<file path="src/design/rss_pkg.sv">
// Constants and carrier types for the reset source sequencer
package rss_pkg;
    localparam logic [1:0]  BOR_MODE_OFF   = 2'h0;
    localparam logic [1:0]  BOR_MODE_SW    = 2'h1;
    localparam logic [1:0]  BOR_MODE_NOSLP = 2'h2;
    localparam logic [1:0]  BOR_MODE_ON    = 2'h3;
    localparam int          PIN_FILT_LEN   = 4;
    localparam logic [2:0]  PIN_FILT_MAX   = 3'h4;
    localparam int          BOR_MIN_NS     = 1000;
    localparam int          CLK_PERIOD_NS  = 4;
    localparam logic [15:0] BOR_MIN_CYC    = 16'(BOR_MIN_NS / CLK_PERIOD_NS);
    localparam logic [11:0] PWRUP_COUNT    = 12'h0800;
    localparam logic [10:0] OSC_WAIT_COUNT = 11'h0400;
    localparam int          PLL_LOCK_US    = 2000;
    localparam int          PLL_LOCK_CYC   = PLL_LOCK_US * 1000 / CLK_PERIOD_NS;
    localparam logic        POR_FLAG_RST   = 1'b0;
    localparam logic        BOR_FLAG_RST   = 1'b0;
    localparam logic        SBOR_EN_RST    = 1'b1;

    // Static configuration word fields
    typedef struct packed {
        logic       external_reset_pin_enable;
        logic [1:0] brownout_enable_mode;
        logic [1:0] brownout_threshold_select;
        logic       powerup_delay_off;
        logic       xtal_mode;
        logic       pll_mode;
    } rss_cfg_t;

    // Software writes to the status and control bits
    typedef struct packed {
        logic set_por_flag;
        logic set_bor_flag;
        logic sbor_wr;
        logic sbor_wdata;
    } rss_sw_t;

    typedef enum logic [2:0] {
        RSS_HOLD   = 3'b000,
        RSS_PWRUP  = 3'b001,
        RSS_OSCW   = 3'b010,
        RSS_PLLW   = 3'b011,
        RSS_RUN    = 3'b100
    } rss_state_t;
endpackage

</file>
<file path="src/design/rss_reset_sequencer.sv">
// Reset source merge, brown-out control and start-up delay sequencing
`timescale 1ns/10ps
module rss_reset_sequencer #(
    parameter int PLL_LOCK_CYCLES = rss_pkg::PLL_LOCK_CYC
) (
    input  wire logic             clock,
    input  wire logic             srst,
    input  wire rss_pkg::rss_cfg_t cfg,
    input  wire rss_pkg::rss_sw_t  sw,
    input  wire logic             external_reset_pin,
    input  wire logic             supply_above_por,
    input  wire logic             supply_above_bor,
    input  wire logic             slow_internal_osc,
    input  wire logic             ext_osc,
    input  wire logic             sleep_mode,
    output logic                  device_reset,
    output logic                  pin_digital_in,
    output logic                  brownout_flag,
    output logic                  power_on_flag,
    output logic                  sw_brownout_enable,
    output logic [1:0]            brownout_level_sel,
    output logic                  brownout_detect_on,
    output logic                  external_reset_pin_oe,
    output logic                  external_reset_pin_out
);

    // Two-stage synchronisers for every asynchronous input
    logic [1:0] pin_s;
    logic [1:0] por_s;
    logic [1:0] bor_s;
    logic [1:0] lfo_s;
    logic [1:0] xo_s;
    always_ff @(posedge clock) begin
        pin_s <= {pin_s[0], external_reset_pin};
        por_s <= {por_s[0], supply_above_por};
        bor_s <= {bor_s[0], supply_above_bor};
        lfo_s <= {lfo_s[0], slow_internal_osc};
        xo_s  <= {xo_s[0], ext_osc};
    end

    logic pin_q;
    logic por_ok;
    logic bor_ok;
    assign pin_q  = pin_s[1];
    assign por_ok = por_s[1];
    assign bor_ok = bor_s[1];

    // Rising-edge detect on the synchronised slow and crystal clocks
    logic lfo_d;
    logic xo_d;
    logic lfo_tick;
    logic xo_tick;
    always_ff @(posedge clock) begin
        lfo_d <= lfo_s[1];
        xo_d  <= xo_s[1];
    end
    assign lfo_tick = lfo_s[1] & ~lfo_d;
    assign xo_tick  = xo_s[1] & ~xo_d;

    // Pin glitch filter: level must be stable for a run of cycles
    logic [2:0] filt_cnt;
    logic       pin_filt;
    always_ff @(posedge clock) begin
        if (srst) begin
            filt_cnt <= 3'h0;
            pin_filt <= 1'b1;
        end else if (pin_q == pin_filt) begin
            filt_cnt <= 3'h0;
        end else if (filt_cnt == rss_pkg::PIN_FILT_MAX - 3'h1) begin
            filt_cnt <= 3'h0;
            pin_filt <= pin_q;
        end else begin
            filt_cnt <= filt_cnt + 3'h1;
        end
    end

    // Pin reset only when the pin function is enabled
    logic pin_rst;
    assign pin_rst = cfg.external_reset_pin_enable & ~pin_filt;

    // Power-on pulse: supply absent, or just rose above threshold
    logic por_prev;
    logic por_rst;
    always_ff @(posedge clock) begin
        if (srst) begin
            por_prev <= 1'b0;
        end else begin
            por_prev <= por_ok;
        end
    end
    assign por_rst = ~por_ok | ~por_prev;

    // Software brown-out enable bit, only live in software mode
    logic sbor_bit;
    always_ff @(posedge clock) begin
        if (srst || por_rst) begin
            sbor_bit <= rss_pkg::SBOR_EN_RST;
        end else if (sw.sbor_wr) begin
            sbor_bit <= sw.sbor_wdata;
        end
    end

    // Detector enable decode from the mode field
    logic bor_en;
    always_comb begin
        unique case (cfg.brownout_enable_mode)
            rss_pkg::BOR_MODE_OFF:   bor_en = 1'b0;
            rss_pkg::BOR_MODE_SW:    bor_en = sbor_bit;
            rss_pkg::BOR_MODE_NOSLP: bor_en = ~sleep_mode;
            rss_pkg::BOR_MODE_ON:    bor_en = 1'b1;
        endcase
    end

    // Drop must persist for the minimum duration before tripping
    logic [15:0] drop_cnt;
    logic        bor_rst;
    always_ff @(posedge clock) begin
        if (srst || !bor_en || bor_ok) begin
            drop_cnt <= 16'h0000;
        end else if (drop_cnt != rss_pkg::BOR_MIN_CYC) begin
            drop_cnt <= drop_cnt + 16'h0001;
        end
    end

    // Brown-out reset latches until supply comes back or the detector is switched off
    always_ff @(posedge clock) begin
        if (srst || !bor_en || bor_ok) begin
            bor_rst <= 1'b0;
        end else if (drop_cnt == rss_pkg::BOR_MIN_CYC) begin
            bor_rst <= 1'b1;
        end
    end

    // Power-on flag: hardware only clears it, software sets it
    always_ff @(posedge clock) begin
        if (srst || por_rst) begin
            power_on_flag <= rss_pkg::POR_FLAG_RST;
        end else if (sw.set_por_flag) begin
            power_on_flag <= 1'b1;
        end
    end

    // Brown-out flag cleared by either supply reset
    always_ff @(posedge clock) begin
        if (srst || por_rst || (bor_en && bor_rst)) begin
            brownout_flag <= rss_pkg::BOR_FLAG_RST;
        end else if (sw.set_bor_flag) begin
            brownout_flag <= 1'b1;
        end
    end

    // Supply-side reset restarts the whole start-up sequence
    logic supply_rst;
    assign supply_rst = por_rst | bor_rst;

    // Start-up delay sequence
    rss_pkg::rss_state_t state;
    rss_pkg::rss_state_t next_state;
    logic [11:0]         dly_cnt;
    logic [31:0]         pll_cnt;
    logic                pwrup_done;
    logic                osc_done;
    logic                pll_done;
    assign pwrup_done = (dly_cnt == rss_pkg::PWRUP_COUNT);
    assign osc_done   = (dly_cnt[10:0] == rss_pkg::OSC_WAIT_COUNT);
    assign pll_done   = (pll_cnt == 32'(PLL_LOCK_CYCLES - 1));

    always_comb begin
        next_state = state;
        unique case (state)
            rss_pkg::RSS_HOLD: begin
                if (cfg.powerup_delay_off == 1'b0) begin
                    next_state = rss_pkg::RSS_PWRUP;
                end else if (cfg.xtal_mode) begin
                    next_state = rss_pkg::RSS_OSCW;
                end else begin
                    next_state = rss_pkg::RSS_RUN;
                end
            end
            rss_pkg::RSS_PWRUP: begin
                if (pwrup_done) begin
                    next_state = cfg.xtal_mode ? rss_pkg::RSS_OSCW : rss_pkg::RSS_RUN;
                end
            end
            rss_pkg::RSS_OSCW: begin
                if (osc_done) begin
                    next_state = cfg.pll_mode ? rss_pkg::RSS_PLLW : rss_pkg::RSS_RUN;
                end
            end
            rss_pkg::RSS_PLLW: begin
                if (pll_done) begin
                    next_state = rss_pkg::RSS_RUN;
                end
            end
            rss_pkg::RSS_RUN: next_state = rss_pkg::RSS_RUN;
            default:          next_state = rss_pkg::RSS_HOLD;
        endcase
    end

    // State register; any supply reset returns to hold
    always_ff @(posedge clock) begin
        if (srst || supply_rst) begin
            state <= rss_pkg::RSS_HOLD;
        end else begin
            state <= next_state;
        end
    end

    // Delay counters, cleared on every state change
    always_ff @(posedge clock) begin
        if (srst || supply_rst || next_state != state) begin
            dly_cnt <= 12'h000;
            pll_cnt <= 32'h0000_0000;
        end else begin
            if ((state == rss_pkg::RSS_PWRUP && lfo_tick) ||
                (state == rss_pkg::RSS_OSCW && xo_tick)) begin
                dly_cnt <= dly_cnt + 12'h001;
            end
            if (state == rss_pkg::RSS_PLLW) begin
                pll_cnt <= pll_cnt + 32'h0000_0001;
            end
        end
    end

    // Registered outputs; the pin is input only
    always_ff @(posedge clock) begin
        if (srst) begin
            device_reset           <= 1'b1;
            pin_digital_in         <= 1'b1;
            sw_brownout_enable     <= 1'b0;
            brownout_level_sel     <= 2'h0;
            brownout_detect_on     <= 1'b0;
            external_reset_pin_oe  <= 1'b0;
            external_reset_pin_out <= 1'b0;
        end else begin
            device_reset           <= supply_rst | pin_rst |
                                      (state != rss_pkg::RSS_RUN);
            pin_digital_in         <= pin_q;
            sw_brownout_enable     <= (cfg.brownout_enable_mode == rss_pkg::BOR_MODE_SW)
                                      & sbor_bit;
            brownout_level_sel     <= cfg.brownout_threshold_select;
            brownout_detect_on     <= bor_en;
            external_reset_pin_oe  <= 1'b0;
            external_reset_pin_out <= 1'b0;
        end
    end
endmodule
</file>
<file path="config.mk">
export PLATFORM = sky130hd
export DESIGN_NAME = rss_reset_sequencer
export DESIGN_NICKNAME = d
export VERILOG_FILES = /design/src/design/rss_pkg.sv /design/src/design/rss_reset_sequencer.sv
export SDC_FILE = /design/constraint.sdc
export NUM_CORES = 1
export LEC_CHECK = 0
export BUFFER_PORTS_ARGS = -buffer_cell sky130_fd_sc_hd__clkbuf_2
export CAP_MARGIN = 10
export CORE_MARGIN = 3
export CORE_UTILIZATION = 50
export CTS_CLUSTER_DIAMETER = 150
export DETAILED_ROUTE_END_ITERATION = 10
export GPL_ROUTABILITY_DRIVEN = 0
export GPL_TIMING_DRIVEN = 0
export HOLD_SLACK_MARGIN = 0.1
export MAX_ROUTING_LAYER = met4
export PLACE_DENSITY = 0.68
export SLEW_MARGIN = 20
export SYNTH_ARGS = -nofsm -noshare
export SYNTH_HDL_FRONTEND = slang
export SYNTH_SLANG_ARGS = --single-unit
</file>
<file path="constraint.sdc">
create_clock -name clock -period 2.2 [get_ports clock]
set_input_delay 0.66 -clock clock [delete_from_list [all_inputs] [get_ports clock]]
set_output_delay 0.66 -clock clock [all_outputs]
set_load 0.01 [all_outputs]
</file>
==> run_results.csv <==
group,metric,value,unit
die,initial_core_util,51.8,%
sta,timing.slew.headroom,53.3,%
synthesis,synth_edf_count,0,
detailed_routing,first_iter_violations,101,
finish,diodes,0,
setup_path,reg2reg_depth,8,
finish,syn2layout_area_growth,12.0,%
power,leakage,1.55,nW
grt,grt_usage,17.5,%
setup_path,cp.depth,8,
grt,gr-usage-met2,25.7,%
detailed_routing,firstDrtPassIters,4,
worst_hold_path,hold_path_depth,0,
setup_path,path_max_fanout,10,
sta,fin_crit_sh,93.0,%
synthesis,synthArstFlopShare,0,%
grt,grt_pass1_wl,12300,um
sta,fmax,489,MHz
sta,worst_pin_slew,0.694,ns
die,rows,32,
sta,final_max_slew_viol_count,0,
setup_path,cp_slowest_cell,"or4b_4",
power,power_density,628,nW/um^2
placed_design,dp_hpwl,5240,um
setup_path,worst-path-buf-inv,2,
finish,stdcell_area,4510,sq um
grt,busiest_layer,"met2",
grt,grt_overflow_total,0,
detailed_routing,drt-vias-per-instance,5.23,
cts,cts_tree,"yes",
setup_path,end_kind,"register",
synthesis,synth_cell_type_count,59,
detailed_routing,postRouteAntennaNets,0,
finish,drive_gt1_share,20.9,%
cts,clk_pin_slew_worst_paths,0.09,ns
sta,period_needed,2.05,ns
synthesis,syn_area,4020,sq um
sta,fin_worst_skew,0.0162,ns
synthesis,ys_ff_latch,90,
synthesis,synth_flop_cell,"dfxtp_1",
power,vdd_drop_max,0.394,mV
cts,cts_hold_buf,0,
synthesis,synth_seq_area_share,44.8,%
grt,grt_start_max_net_pins,18,
synthesis,synth_area_leaders,"dfxtp_1 (45%), xor2_1 (6.5%), xnor2_1 (5.7%)",
setup_path,start_kind,"register",
sta,hold_viol,0,
finish,fin_nets,486,
die,ios,30,
grt,antenna_found_initial,0,
detailed_routing,drt_wl_total,7260,um
die,die_area,9160,sq um
setup_path,critPathArrivalTime,2.30,ns
setup_path,crit_type,"reg2reg",
status,status,"complete, no violations",
setup_path,cp_top_family,"simple AND/OR/NAND/NOR gates",
grt,use_met1,23.0,%
cts,cts_buffers,9,
cts,cts-root-buf,"clkbuf_8",
cts,htree_levels,3,
die,die_w,95.7,um
synthesis,yosysTopAreaCellShare,44.8,%
setup_path,crit_chain,"inv_1 > ha_1 > or4b_4 > nor4_4 > o211ai_2 > o2111ai_4 > buf_6 > nor2_1",
synthesis,yosysWarnings,0,
flow_run,max_cap_viol_count,0,
sta,rsz0062_at_grt,"false",
grt,met3_usage,3.05,%
sta,finalSetupViolCount,0,
placed_design,io_buffer_count,26,
setup_path,slowest_delay,0.50,ns
power,p_total,2.83,mW
placed_design,placed_cell_area,4280,sq um
finish,finish.utilization,58.0,%
synthesis,yosysTopAreaCell,"dfxtp_1",
detailed_routing,wl_per_cell,12.8,um
cts,clk-insertion-delay-late,0.36,ns
synthesis,syn_inst,420,
die,core_area,7770,sq um
die,die_h,95.7,um
cts,numClockSinks,90,
detailed_routing,vias,2961,
grt,first_global_vias,2788,
setup_path,crit_required,2.45,ns
synthesis,syn_area_per_cell,9.58,sq um
cts,cts_buffer_depth,2,
worst_hold_path,hold_class,"reg2reg",
detailed_routing,drc,0,
## report_power, final
part / internal, mW / switching [mW]
Sequential: 1.65 / 0.00840
Combinational: 0.0400 / 0.0448
Clock: 0.463 / 0.621
## layout make-up
type	instances	area, sq um
Sequential cell	90	1800
Clock buffer	10	138
Inverter	15	56.3
Clock inverter	6	57.6
Tap cell	102	128
Multi-Input combinational cell	301	2050
Fill cell	720	3260
Timing Repair Buffer	27	138
Buffer	15	139
## synth_stat cells (4+ instances only)
master / instances
and3_2: 4
nand3_1: 27
nand4_1: 13
and3_1: 8
nor3_1: 8
ha_1: 7
nor2_2: 20
nor2_1: 55
xor2_1: 30
o21ai_0: 5
nor4b_1: 5
nor4_1: 11
inv_1: 15
or3_1: 6
xnor2_1: 26
a21oi_1: 6
clkbuf_1: 4
dfxtp_1: 90
nand2_1: 18
nor2b_1: 6
## flip-flops by register name (all words and copies together), names as in the netlist, 2 cells and up
signal,cells
xo_s,2
filt_cnt,3
drop_cnt,16
por_s,2
dly_cnt,12
pll_cnt,32
pin_s,2
state,3
bor_s,2
lfo_s,2
brownout_level_sel,2
## cell usage in the layout, fill, tap and decap left out, types with 5 or more instances in the layout
master | synthesis | layout
and3_1 | 8 | 8
dfxtp_1 | 90 | 90
nand2_1 | 18 | 18
a21oi_1 | 6 | 6
nand4_1 | 13 | 13
xnor2_1 | 26 | 26
ha_1 | 7 | 7
o21ai_0 | 5 | 5
nor2_1 | 55 | 55
nand3_1 | 27 | 27
nor4b_1 | 5 | 5
nor2b_1 | 6 | 6
inv_1 | 15 | 15
nor4_1 | 11 | 11
clkbuf_2 | 0 | 26
nor2_2 | 20 | 20
or3_1 | 6 | 6
xor2_1 | 30 | 30
nor3_1 | 8 | 8
clkbuf_8 | 2 | 12
## repair_timing
item | CTS | global route
setup endpoints to repair | 0 | 40
setup buffers | 0 | 1
gates resized for setup | 0 | 3
## routing by layer
| metal | vias up | wire length (um) |
|---|---|---|
| li1 | 1533 | - |
| met1 | 1392 | 3580 |
| met2 | 30 | 3420 |
| met5 | - | 0 |
| met4 | 0 | 96 |
| met3 | 6 | 161 |
## final timing paths
kind | startpoint | end | slack [ns]
worst min register to register | por_s[0] | por_s[1] | 0.33
worst max register to register | dly_cnt[1] | pll_cnt[30] | 0.15
worst max-delay path | dly_cnt[1] | pll_cnt[30] | 0.15
worst min-delay path | por_s[0] | por_s[1] | 0.33
## cell families (layout without fill, tap and decap cells)
| logic type | count (synthesis) | in the layout | share of synthesized area [%] |
|---|---|---|---|
| XOR/XNOR | 56 | 56 | 12.2 |
| AND/OR/NAND/NOR | 208 | 208 | 30.0 |
| AO/OA/AOI/OAI | 26 | 26 | 5.44 |
| adder cells (fa/ha/maj) | 7 | 7 | 2.18 |
| buffers and inverters | 30 | 73 | 4.85 |
| other | 1 | 2 | 0.0932 |
| multiplexers | 2 | 2 | 0.498 |
| flip-flops | 90 | 90 | 44.8 |
## per-stage QoR
stage | hold WS, ns | setup TNS, ns | std cells | setup slack [ns]
after floorplan | 0.310 | 0 | 421 | 0.141
after global placement | 0.311 | -4.16 | 549 | -0.111
after detailed placement | 0.312 | -5.03 | 549 | -0.138
after CTS | 0.335 | 0 | 565 | 0.0607
after global routing | 0.346 | 0 | 566 | 0.0429
final | 0.334 | 0 | 566 | 0.155
No activity file was read; power rests on OpenSTA's default activity.
